### src/inc/swpc_defs.svh
// constants of the sleep and wake power control block
`ifndef SWPC_DEFS_SVH
`define SWPC_DEFS_SVH
`define SWPC_POWER_CONTROL_ADDR 8'h87
`define SWPC_AUX_ADDR 8'h8E
`define SWPC_IE_ADDR 8'hA8
`define SWPC_TCON_ADDR 8'h88
`define SWPC_SERIAL_CONTROL_REG_ADDR 8'h98
`define SWPC_STAT_ADDR 8'hF0
`define SWPC_CFG_ADDR 8'hF1
`define SWPC_POWER_CONTROL_RESET 8'h00
`define SWPC_BIT_LIGHT 0
`define SWPC_BIT_DEEP 1
`define SWPC_BIT_GF0 2
`define SWPC_BIT_GF1 3
`define SWPC_BIT_LOSS 4
`define SWPC_BIT_WTSEL 5
`define SWPC_BIT_FESEL 6
`define SWPC_BIT_BAUD2 7
`define SWPC_BIT_STROBE_OFF 0
`define SWPC_BIT_EXA_EN 0
`define SWPC_BIT_EXB_EN 2
`define SWPC_BIT_ITA 0
`define SWPC_BIT_ITB 2
`define SWPC_CLK_MHZ 25
`define SWPC_T16_US 16
`define SWPC_T512_US 512
`define SWPC_T1024_US 1024
`define SWPC_T2048_US 2048
`define SWPC_T4096_US 4096
`define SWPC_T16384_US 16384
`define SWPC_RST_PULSE 2
`define SWPC_CNT_W 19
`endif

### src/inc/swpc_pkg.sv
// types of the sleep and wake power control block
package swpc_pkg;
    typedef enum logic [2:0] {
        RUN, LIGHT, DEEP, WAKE_TIMED, WAKE_PIN, WAKE_RESET, PULSE
    } state_type;
    typedef struct packed {
        logic cpuClkEn;
        logic periphClkEn;
        logic wdogClkEn;
        logic oscEn;
        logic dipDetEn;
        logic flashEn;
        logic portHold;
        logic cpuReset;
    } power_type;
    typedef struct packed {
        logic baudDouble;
        logic frameErrView;
        logic strobeOff;
    } serial_type;
endpackage

### src/swpc_top.sv
// sleep and wake power control with avalon register slave
//
// Implementation choice: the Avalon-MM interface to the registers.
`timescale 1ns/1ps
`include "swpc_defs.svh"
module swpc_top (
    input wire logic clk,
    input wire logic reset,
    input wire logic coldPowerUp,
    input wire logic [7:0] avsAddress,
    input wire logic avsRead,
    input wire logic avsWrite,
    input wire logic [31:0] avsWritedata,
    output logic [31:0] avsReaddata,
    output logic avsWaitrequest,
    output logic avsResponseErr,
    input wire logic extIrqAPin,
    input wire logic extIrqBPin,
    input wire logic resetPin,
    input wire logic resetSenseSelect,
    input wire logic periphIrq,
    input wire logic watchdogSleepRun,
    input wire logic [1:0] startupFuse,
    input wire logic crystalSource,
    input wire logic frameErrorFlag,
    input wire logic serialModeBit,
    input wire logic cpuRetire,
    output swpc_pkg::power_type power,
    output swpc_pkg::serial_type serial,
    output logic serialCtrlBit7,
    output logic addrStrobeEn,
    output logic irqAWake,
    output logic irqBWake
);
    // --------------------------------------------------------------
    // timing counts
    // --------------------------------------------------------------
    localparam int C16 = `SWPC_T16_US * `SWPC_CLK_MHZ;
    localparam int C512 = `SWPC_T512_US * `SWPC_CLK_MHZ;
    localparam int C1024 = `SWPC_T1024_US * `SWPC_CLK_MHZ;
    localparam int C2048 = `SWPC_T2048_US * `SWPC_CLK_MHZ;
    localparam int C4096 = `SWPC_T4096_US * `SWPC_CLK_MHZ;
    localparam int C16384 = `SWPC_T16384_US * `SWPC_CLK_MHZ;

    function automatic logic [`SWPC_CNT_W-1:0] timeout(
        input logic [1:0] fuse, input logic xtal);
        int c;
        case (fuse)
            2'h0: c = xtal ? C1024 : C16;
            2'h1: c = xtal ? C2048 : C512;
            2'h2: c = xtal ? C4096 : C1024;
            default: c = xtal ? C16384 : C4096;
        endcase
        return c[`SWPC_CNT_W-1:0];
    endfunction

    // --------------------------------------------------------------
    // pin synchronisers
    // --------------------------------------------------------------
    logic [2:0] syncA_q, syncB_q, syncR_q;
    logic pinA_q, pinB_q, pinR_q, polS_q, pol_q;
    always_ff @(posedge clk or posedge reset) begin
        if (reset) begin
            syncA_q <= 3'h7;
            syncB_q <= 3'h7;
            syncR_q <= 3'h0;
        end else begin
            syncA_q <= {syncA_q[1:0], extIrqAPin};
            syncB_q <= {syncB_q[1:0], extIrqBPin};
            syncR_q <= {syncR_q[1:0], resetPin};
        end
    end
    always_ff @(posedge clk or posedge reset) begin
        if (reset) begin
            pinA_q <= 1'b1;
            pinB_q <= 1'b1;
            pinR_q <= 1'b0;
            polS_q <= 1'b1;
            pol_q <= 1'b1;
        end else begin
            // one stage behind the synchroniser output, for edge detection
            pinA_q <= syncA_q[2];
            pinB_q <= syncB_q[2];
            pinR_q <= syncR_q[2];
            polS_q <= resetSenseSelect;
            pol_q <= polS_q;
        end
    end
    wire logic aLow = ~pinA_q;
    wire logic bLow = ~pinB_q;
    wire logic aFall = pinA_q & ~syncA_q[2];
    wire logic bFall = pinB_q & ~syncB_q[2];
    wire logic aRise = ~pinA_q & syncA_q[2];
    wire logic bRise = ~pinB_q & syncB_q[2];
    // reset pin level translated to active sense
    wire logic rstAct = pinR_q ~^ pol_q;
    wire logic rstNow = syncR_q[2] ~^ pol_q;
    wire logic rstRel = rstAct & ~rstNow;

    // --------------------------------------------------------------
    // registers
    // --------------------------------------------------------------
    logic [7:0] power_control_q, power_control_d, aux_q, ie_q, tcon_q, cfg_q;
    logic lossSeen_q;
    swpc_pkg::state_type state_q, state_d;
    logic [`SWPC_CNT_W-1:0] cnt_q, cnt_d;
    logic [1:0] pulse_q, pulse_d;
    logic wakeA_q, wakeB_q, wakeA_d, wakeB_d;
    logic [31:0] rdata_q;
    logic ack_q;

    wire logic req = (avsRead | avsWrite) & ~ack_q;
    wire logic selPcon = avsAddress == `SWPC_POWER_CONTROL_ADDR;
    wire logic selAux = avsAddress == `SWPC_AUX_ADDR;
    wire logic selIe = avsAddress == `SWPC_IE_ADDR;
    wire logic selTcon = avsAddress == `SWPC_TCON_ADDR;
    wire logic selScon = avsAddress == `SWPC_SERIAL_CONTROL_REG_ADDR;
    wire logic selStat = avsAddress == `SWPC_STAT_ADDR;
    wire logic selCfg = avsAddress == `SWPC_CFG_ADDR;
    wire logic mapped = selPcon | selAux | selIe | selTcon | selScon
        | selStat | selCfg;
    // write takes effect at the edge where waitrequest is low
    wire logic wrEdge = avsWrite & ack_q;
    wire logic wrPcon = wrEdge & selPcon;

    // permitted deep-sleep wake sources
    wire logic aArmed = ie_q[`SWPC_BIT_EXA_EN] & ~tcon_q[`SWPC_BIT_ITA];
    wire logic bArmed = ie_q[`SWPC_BIT_EXB_EN] & ~tcon_q[`SWPC_BIT_ITB];
    wire logic anyIrq = periphIrq | (ie_q[`SWPC_BIT_EXA_EN] & aLow)
        | (ie_q[`SWPC_BIT_EXB_EN] & bLow);
    wire logic wtSel = power_control_q[`SWPC_BIT_WTSEL];
    wire logic cntDone = cnt_q == '0;

    // --------------------------------------------------------------
    // sleep and wake sequencer
    // --------------------------------------------------------------
    always_comb begin
        state_d = state_q;
        cnt_d = cnt_q;
        pulse_d = pulse_q;
        wakeA_d = wakeA_q;
        wakeB_d = wakeB_q;
        power_control_d = power_control_q;
        if (wrPcon) begin
            power_control_d = avsWritedata[7:0];
        end
        case (state_q)
            swpc_pkg::RUN: begin
                wakeA_d = 1'b0;
                wakeB_d = 1'b0;
                // deep wins when both are requested
                if (power_control_q[`SWPC_BIT_DEEP] & cpuRetire) begin
                    state_d = swpc_pkg::DEEP;
                    cnt_d = timeout(startupFuse, crystalSource);
                end else if (power_control_q[`SWPC_BIT_LIGHT] & cpuRetire) begin
                    state_d = swpc_pkg::LIGHT;
                end
            end
            swpc_pkg::LIGHT: begin
                if (anyIrq | rstAct) begin
                    state_d = swpc_pkg::RUN;
                    power_control_d[`SWPC_BIT_LIGHT] = 1'b0;
                end
            end
            swpc_pkg::DEEP: begin
                cnt_d = timeout(startupFuse, crystalSource);
                if (rstRel) begin
                    state_d = swpc_pkg::WAKE_RESET;
                end else if ((aArmed & aFall) | (bArmed & bFall)) begin
                    wakeA_d = aArmed & aFall;
                    wakeB_d = bArmed & bFall;
                    state_d = wtSel ? swpc_pkg::WAKE_TIMED
                        : swpc_pkg::WAKE_PIN;
                end
            end
            swpc_pkg::WAKE_TIMED: begin
                // pin level ignored here, the count alone ends it
                cnt_d = cntDone ? cnt_q : cnt_q - 1'b1;
                if (cntDone) begin
                    state_d = swpc_pkg::RUN;
                    power_control_d[`SWPC_BIT_DEEP] = 1'b0;
                    power_control_d[`SWPC_BIT_LIGHT] = 1'b0;
                end
            end
            swpc_pkg::WAKE_PIN: begin
                // the source is trusted to hold low until stable
                if ((wakeA_q & aRise) | (wakeB_q & bRise)) begin
                    state_d = swpc_pkg::RUN;
                    power_control_d[`SWPC_BIT_DEEP] = 1'b0;
                    power_control_d[`SWPC_BIT_LIGHT] = 1'b0;
                end
            end
            swpc_pkg::WAKE_RESET: begin
                cnt_d = cntDone ? cnt_q : cnt_q - 1'b1;
                if (cntDone & ~rstAct) begin
                    state_d = swpc_pkg::PULSE;
                    pulse_d = 2'(`SWPC_RST_PULSE - 1);
                end
                if (cntDone) begin
                    power_control_d[`SWPC_BIT_DEEP] = 1'b0;
                    power_control_d[`SWPC_BIT_LIGHT] = 1'b0;
                end
            end
            swpc_pkg::PULSE: begin
                pulse_d = pulse_q - 1'b1;
                if (pulse_q == 2'h0) begin
                    state_d = swpc_pkg::RUN;
                end
            end
            default: state_d = swpc_pkg::RUN;
        endcase
    end

    always_ff @(posedge clk or posedge reset) begin
        if (reset) begin
            state_q <= swpc_pkg::RUN;
            cnt_q <= '0;
            pulse_q <= 2'h0;
            wakeA_q <= 1'b0;
            wakeB_q <= 1'b0;
        end else begin
            state_q <= state_d;
            cnt_q <= cnt_d;
            pulse_q <= pulse_d;
            wakeA_q <= wakeA_d;
            wakeB_q <= wakeB_d;
        end
    end

    // loss flag kept apart from the power_control reset so warm resets keep it
    logic loss_q;
    always_ff @(posedge clk or posedge reset) begin
        if (reset) begin
            power_control_q <= `SWPC_POWER_CONTROL_RESET;
        end else begin
            power_control_q <= power_control_d;
        end
    end
    always_ff @(posedge clk) begin
        if (coldPowerUp) begin
            loss_q <= 1'b1;
        end else if (wrPcon) begin
            loss_q <= avsWritedata[`SWPC_BIT_LOSS];
        end
    end
    // no reset here either: a warm reset must not hide the flag
    always_ff @(posedge clk) begin
        lossSeen_q <= lossSeen_q | coldPowerUp | wrPcon;
    end

    always_ff @(posedge clk or posedge reset) begin
        if (reset) begin
            aux_q <= 8'h00;
            ie_q <= 8'h00;
            tcon_q <= 8'h00;
            cfg_q <= 8'h00;
        end else begin
            if (wrEdge & selAux) aux_q <= avsWritedata[7:0];
            if (wrEdge & selIe) ie_q <= avsWritedata[7:0];
            if (wrEdge & selTcon) tcon_q <= avsWritedata[7:0];
            if (wrEdge & selCfg) cfg_q <= avsWritedata[7:0];
        end
    end

    // --------------------------------------------------------------
    // avalon slave: one wait cycle on every access
    // --------------------------------------------------------------
    wire logic [7:0] pconView = {power_control_q[7:5], loss_q & lossSeen_q,
        power_control_q[3:0]};
    wire logic [7:0] sconView = {serialCtrlBit7, 7'h00};
    wire logic [7:0] statView = {5'h00, state_q};
    wire logic [7:0] rdByte = selPcon ? pconView
        : selAux ? aux_q
        : selIe ? ie_q
        : selTcon ? tcon_q
        : selScon ? sconView
        : selStat ? statView
        : selCfg ? cfg_q
        : 8'h00;
    always_ff @(posedge clk or posedge reset) begin
        if (reset) begin
            ack_q <= 1'b0;
            rdata_q <= 32'h00000000;
            avsResponseErr <= 1'b0;
        end else begin
            ack_q <= req;
            if (req) begin
                rdata_q <= {24'h000000, rdByte};
                avsResponseErr <= ~mapped;
            end
        end
    end
    assign avsReaddata = rdata_q;
    assign avsWaitrequest = (avsRead | avsWrite) & ~ack_q;

    // --------------------------------------------------------------
    // power outputs
    // --------------------------------------------------------------
    wire logic inLight = state_q == swpc_pkg::LIGHT;
    wire logic inDeep = state_q == swpc_pkg::DEEP;
    wire logic waking = state_q == swpc_pkg::WAKE_TIMED
        | state_q == swpc_pkg::WAKE_PIN | state_q == swpc_pkg::WAKE_RESET;
    assign power.cpuClkEn = state_q == swpc_pkg::RUN
        | state_q == swpc_pkg::PULSE;
    assign power.periphClkEn = ~inDeep & ~waking;
    assign power.wdogClkEn = inLight ? watchdogSleepRun : ~inDeep;
    assign power.oscEn = ~inDeep;
    assign power.dipDetEn = ~inDeep;
    assign power.flashEn = ~inDeep;
    assign power.portHold = ~power.cpuClkEn;
    assign power.cpuReset = state_q == swpc_pkg::PULSE
        | (state_q == swpc_pkg::WAKE_RESET & cntDone & rstAct);
    assign serial.baudDouble = power_control_q[`SWPC_BIT_BAUD2];
    assign serial.frameErrView = power_control_q[`SWPC_BIT_FESEL];
    assign serial.strobeOff = aux_q[`SWPC_BIT_STROBE_OFF];
    // flag itself is set elsewhere on any frame error
    assign serialCtrlBit7 = power_control_q[`SWPC_BIT_FESEL] ? frameErrorFlag
        : serialModeBit;
    assign addrStrobeEn = ~aux_q[`SWPC_BIT_STROBE_OFF];
    // handler request once the cpu clock runs again
    assign irqAWake = wakeA_q & state_q == swpc_pkg::RUN;
    assign irqBWake = wakeB_q & state_q == swpc_pkg::RUN;
endmodule // swpc_top
### config.mk
export PLATFORM = sky130hd
export DESIGN_NAME = swpc_top
export DESIGN_NICKNAME = d
export VERILOG_FILES = /design/src/inc/swpc_pkg.sv /design/src/swpc_top.sv
export VERILOG_INCLUDE_DIRS = /design/src /design/src/inc
export SDC_FILE = /design/constraint.sdc
export NUM_CORES = 1
export LEC_CHECK = 0
export BUFFER_PORTS_ARGS = -buffer_cell sky130_fd_sc_hd__buf_4
export CELL_PAD_IN_SITES_DETAIL_PLACEMENT = 0
export CELL_PAD_IN_SITES_GLOBAL_PLACEMENT = 2
export CORE_UTILIZATION = 32
export CTS_BUF_LIST = sky130_fd_sc_hd__clkbuf_8
export DETAILED_ROUTE_END_ITERATION = 6
export PLACE_DENSITY = 0.76
export SYNTH_ARGS = -nofsm -noshare
export SYNTH_HDL_FRONTEND = slang
export SYNTH_SLANG_ARGS = --single-unit
### constraint.sdc
create_clock -name clk -period 2.55 [get_ports clk]
set_clock_uncertainty 0.05 [all_clocks]
set_input_delay 0.255 -clock clk [delete_from_list [all_inputs] [get_ports clk]]
set_output_delay 0.255 -clock clk [all_outputs]
set_load 0.01 [all_outputs]
# Word-level counts from Yosys, hierarchy flattened
# Cells that the tools add are included.
# totals
register_bits,92
output_inout_bits,49
mem_bits_ro,0
mem_bits_rw,0
latchBits,0
memories,0
# classes
div_mod_pow,0
addsub,2
shifts,0
mul,0
mux,42
eq_ne,26
n_reduce_logical,12
n_lt_le_gt_ge,0
bitwise,63
# ops
operator,count
$pmux 19 s3,2
$mux 19,3
$eq 8x8->1 const B,7
$mux 8,7
$mux 3,10
$and 1x1->1,29
$pmux 3 s7,1
$logic_not 19->1,1
$sub 19x1->19 const B,1
$or 1x1->1,18
$mux 17,1
$mux 16,1
$mux 15,1
$ne 2x2->1 const B,7
$not 1->1,14
$eq 3x3->1 const B,3
$mux 2,4
$mux 1,7
$reduce_and 7->1,1
$eq 3x2->1 const B,2
$pmux 1 s2,3
$reduce_and 3->1,2
$logic_not 2->1,2
$ne 2x1->1 const B,2
other kinds (14),16

# Depth between registers and ports, before layout
# depth
depth_word,8
mapped_depth,9
depth_no_buf,7

# Least setup slack after synthesis
# OpenSTA, ideal clock, no wires.
# synth_path
kind,reg2reg
from,register cnt_q[0]
to,register state_q[0]
required_ns,2.374
synth_period_minus_slack_ns,2.406
arrival_ns,2.230
path_buffers,2
stages_incl_launch_ff,10
path_slack_ns,0.144
setup_time_ns,0.126
path_cell_list,dfrtp_1 -> inv_1 -> ha_1 -> or4b_1 -> buf_2 -> or3_4 -> buf_6 -> o21ai_2 -> o2bb2ai_1 -> a221o_1
# synth_between
elab_chain_cells,4
elab_cells_between_ends,5
classes_between,eq/ne (2); bitwise (1); reduce/logical (2)
# synth_rtl
element,line_no,text
"start, declared",swpc_top.sv:106,"logic [`SWPC_CNT_W-1:0] cnt_q, cnt_d;"
"start signal, assigned",swpc_top.sv:223,cnt_q <= cnt_d;
$logic_not 19->1 *,swpc_top.sv:132,wire logic cntDone = cnt_q == '0;
$and 1x1->1,swpc_top.sv:195,if (cntDone & ~rstAct) begin
$ne 2x2->1 (no source line),-,
$reduce_and 7->1 (no source line) *,-,
"end signal, assigned",swpc_top.sv:216,state_q <= swpc_pkg::RUN;
"end signal, assigned",swpc_top.sv:222,state_q <= state_d;
"end, declared",swpc_top.sv:105,"swpc_pkg::state_type state_q, state_d;"
# Mark *: on every way between the ends. The rest lies on a longest branch, timed or not.
# A chain may end at the register's enable or synchronous reset.

==> run metrics <==
cells along the critical path=inv_2, ha_4, or4b_4, nor3_4, nand2_2, nor3_2, o21a_1, buf_6; Synth top area share=39.17%; DR top layer=met4; number of I/O port buffers=57; crit-path max FO=4; number of synthesized flops with an enable pin=0; reg2reg path depth=8; biggest cell delay along the critical path=0.49 ns; first-pass iteration count of the detailed router=5; post-route minimum period=2.531 ns; clock transition at the register clock pins on the worst setup and hold paths after CTS=0.09 ns; height of the chip=127.6 um; post-route ant nets=0; slew of the pin with the lowest slew margin=0.5100 ns; worst setup path category=flip-flop to output port; post-synthesis instance area=5047 sq um; sum of met3 wire segment lengths after detailed routing=599 um; cell count after synthesis=497; area of the core=15310 sq um; final RePlAce weighted congestion=0.8536; outcome=complete, no violations; total routed wire length on the met1 layer=6.039 mm; most instantiated library cell after synthesis=sky130_fd_sc_hd__dfrtp_1; Die X-Extent=127.6 um; count of vias placed by the detailed router=4012; largest net degree at the start of global routing=90; data arrival time of the critical path=2.23 ns; post-DR wirelength/cell=16.20 um; number of inserted diodes=0; #FFs+latches synth=91; number of antenna violations at the first check in global routing=0; share of flip-flops with an asynchronous set or reset=97.80%; library cell used as clock root buffer=sky130_fd_sc_hd__clkbuf_8; TritonCTS buffer count=9; half-perimeter wire length of the detailed placement result=9.335 mm; commonest cells in the synthesized netlist=sky130_fd_sc_hd__dfrtp_1, sky130_fd_sc_hd__mux2_2, sky130_fd_sc_hd__nor2_1; area enclosed by the die boundary=16280 sq um; CTS tree=done; clk sinks=91; Layout Nets=636; Worst path slowest cell=sky130_fd_sc_hd__or4b_4; # H-tree levels=3; final worst setup slack=0.01901 ns; aggregate global-route resource usage=16.81%; Post-Syn Area per Cell=10.16 sq um; power per cell area=689.6 nW/um^2; required time reported for the critical path endpoint=2.25 ns; total DRC errors in the routed layout=0; number of violations reported at the end of detailed-routing iteration 0=231; maximum resistive drop on vdd=0.4106 mV; launching point of the worst reg2reg path=cnt_q[1]; synth top area cells=sky130_fd_sc_hd__dfrtp_1, sky130_fd_sc_hd__mux2_2, sky130_fd_sc_hd__dfstp_2, sky130_fd_sc_hd__buf_4, sky130_fd_sc_hd__o21ai_0; end point of the most critical hold path=loss_q; count of boundary I/O pins=106; Bufs on Longest Clock Path=2; routed via count divided by cell count=5.059; DR WL met2=6.023 mm; CP Capture Type=output port; worst min-delay path category=input port to flip-flop; share of layout cells above drive strength 1=31.96%; setup repair after global routing missed its margin=yes; Worst setup SP type=flip-flop; Seq/Total Area, Yosys=45.17%; setup slack of the worst register-to-register path=0.08 ns; total of endpoints with negative setup slack in the final report=0; worst-case headroom to the max-slew limit=66.00%; placement-stage worst setup slack=0.09222 ns; num rows=45; Synth Flop Type=sky130_fd_sc_hd__dfrtp_1; cell type with the largest total area after synthesis=sky130_fd_sc_hd__dfrtp_1; number of slew-limit violations in the final report=0; relative area change from synthesis to final layout=20.40%; number of global-route vias before repair=4056; TNS Setup=0 ns; leakage power of the design=0.002656 uW; hold depth=2; total gr overflow=0; min-delay src=avsWritedata[4]; first-pass GRT wire length=21.16 mm; Synth warnings=0; Final Cycle Share=99.25%; DRT Wirelength=12.85 mm; Hold Vio Cnt, Final=0; maxcap violations=0; FF-to-FF End=state_q[0]; starting density of the core=32.96%; worst skew pair latency=0.39 ns; number of distinct library cells after synthesis=75; Max Clock Freq=395.1 MHz
cell type report:
cell class	instances	area, sq um
Fill cell	1591	9238
Timing Repair Buffer	97	759.5
Sequential cell	91	2280
Multi-Input combinational cell	360	2510
Tap cell	211	264.0
Clock inverter	6	55.05
Clock buffer	10	137.6
Inverter	18	71.32
how the worst max path moves through the flow:
stage | from | end | slack [ns] | cells after the start
after floorplan | cnt_q[0] | state_q[0] | 0.14 | 9
after global placement | cnt_q[0] | state_q[0] | 0.10 | 7
after detailed placement | cnt_q[0] | state_q[0] | 0.09 | 7
after CTS | cnt_q[1] | power[0] | -0.03 | 8
after global routing | cnt_q[1] | power[0] | -0.15 | 8
final | cnt_q[1] | power[0] | 0.02 | 8
state kept, by name, summed over array words and instances, names as in the netlist, 7 cells and up:
register,count
cnt_q,19
aux_q,8
avsReaddata,8
cfg_q,8
ie_q,8
tcon_q,8
power_control_q,7
stage by stage:
| step | utilization (%) | total power, uW | cells | hold WS, ns | area, sq um |
|---|---|---|---|---|---|
| 2_1_floorplan | - | 2729 | 520 | 0.2095 | 5137 |
| 5_1_grt | 39.68 | 4491 | 793 | 0.05435 | 6077 |
| 4_1_cts | 39.50 | 4222 | 793 | 0.04871 | 6050 |
| 6_report | 39.68 | 4191 | 793 | 0.06037 | 6077 |
| 3_3_place_gp | 37.57 | 3150 | 769 | 0.2832 | 5754 |
| 3_5_place_dp | 37.57 | 3170 | 769 | 0.2881 | 5754 |
what timing repair did:
action                     in CTS  in global routing
pin swaps                       4                  1
hold buffers                    6                  0
buffers inserted                2                  0
setup endpoints to repair       1                  4
hold endpoints to repair       85                  0
resized for setup               8                  4
routing by layer:
layer / vias up / global-route usage, %
li1: 1927 / -
met1: 1972 / 21.69
met2: 101 / 27.61
met3: 12 / 4.648
met4: 0 / 4.637
met5: - / 0
cell usage in the layout, fill, tap and decap left out, types with 5 or more instances in the layout:
cell / instances
sky130_fd_sc_hd__dlygate4sd3_1: 6
sky130_fd_sc_hd__a21o_1: 5
sky130_fd_sc_hd__nor2b_1: 6
sky130_fd_sc_hd__dfstp_2: 10
sky130_fd_sc_hd__nand3b_1: 5
sky130_fd_sc_hd__nor4_1: 7
sky130_fd_sc_hd__o211ai_1: 6
sky130_fd_sc_hd__nand3_1: 9
sky130_fd_sc_hd__nor3_1: 12
sky130_fd_sc_hd__a31oi_1: 6
sky130_fd_sc_hd__nor2_1: 34
sky130_fd_sc_hd__buf_4: 89
sky130_fd_sc_hd__o41ai_1: 5
sky130_fd_sc_hd__nand2b_1: 7
sky130_fd_sc_hd__mux2_2: 38
sky130_fd_sc_hd__o21ai_0: 31
sky130_fd_sc_hd__a22o_1: 7
sky130_fd_sc_hd__inv_1: 14
sky130_fd_sc_hd__dfrtp_1: 79
sky130_fd_sc_hd__a22oi_1: 7
sky130_fd_sc_hd__clkbuf_8: 10
sky130_fd_sc_hd__or3_1: 7
sky130_fd_sc_hd__conb_1: 24
sky130_fd_sc_hd__xor2_1: 7
sky130_fd_sc_hd__mux2i_1: 6
sky130_fd_sc_hd__nand2_1: 27
sky130_fd_sc_hd__a21oi_1: 19
critical path: cells and delay by family (launching register included):
family                   cells  cell delay [ns]
AND/OR/NAND/NOR              4             0.95
AO/OA/AOI/OAI                1             0.16
buffers and inverters        2             0.18
flip-flops                   1             0.42
adder cells (fa/ha/maj)      1             0.13
power by group:
part	internal, uW	switching [uW]
Combinational	593	785
Sequential	1620	218
Clock	401	578
logic make-up (layout without fill, tap and decap cells):
family          count (synthesis)  count (layout)  synth area share, %
simple gates                  149             149                17.03
compound gates                130             130                17.82
flops                          91              91                45.17
buf+inv                        69             131                7.833
mux                            44              44                9.668
xor+xnor                       11              11                1.909
fa+ha+maj                       2               2               0.4957
other cells                     1              24              0.07430
Power figures use the tool's default switching activity.
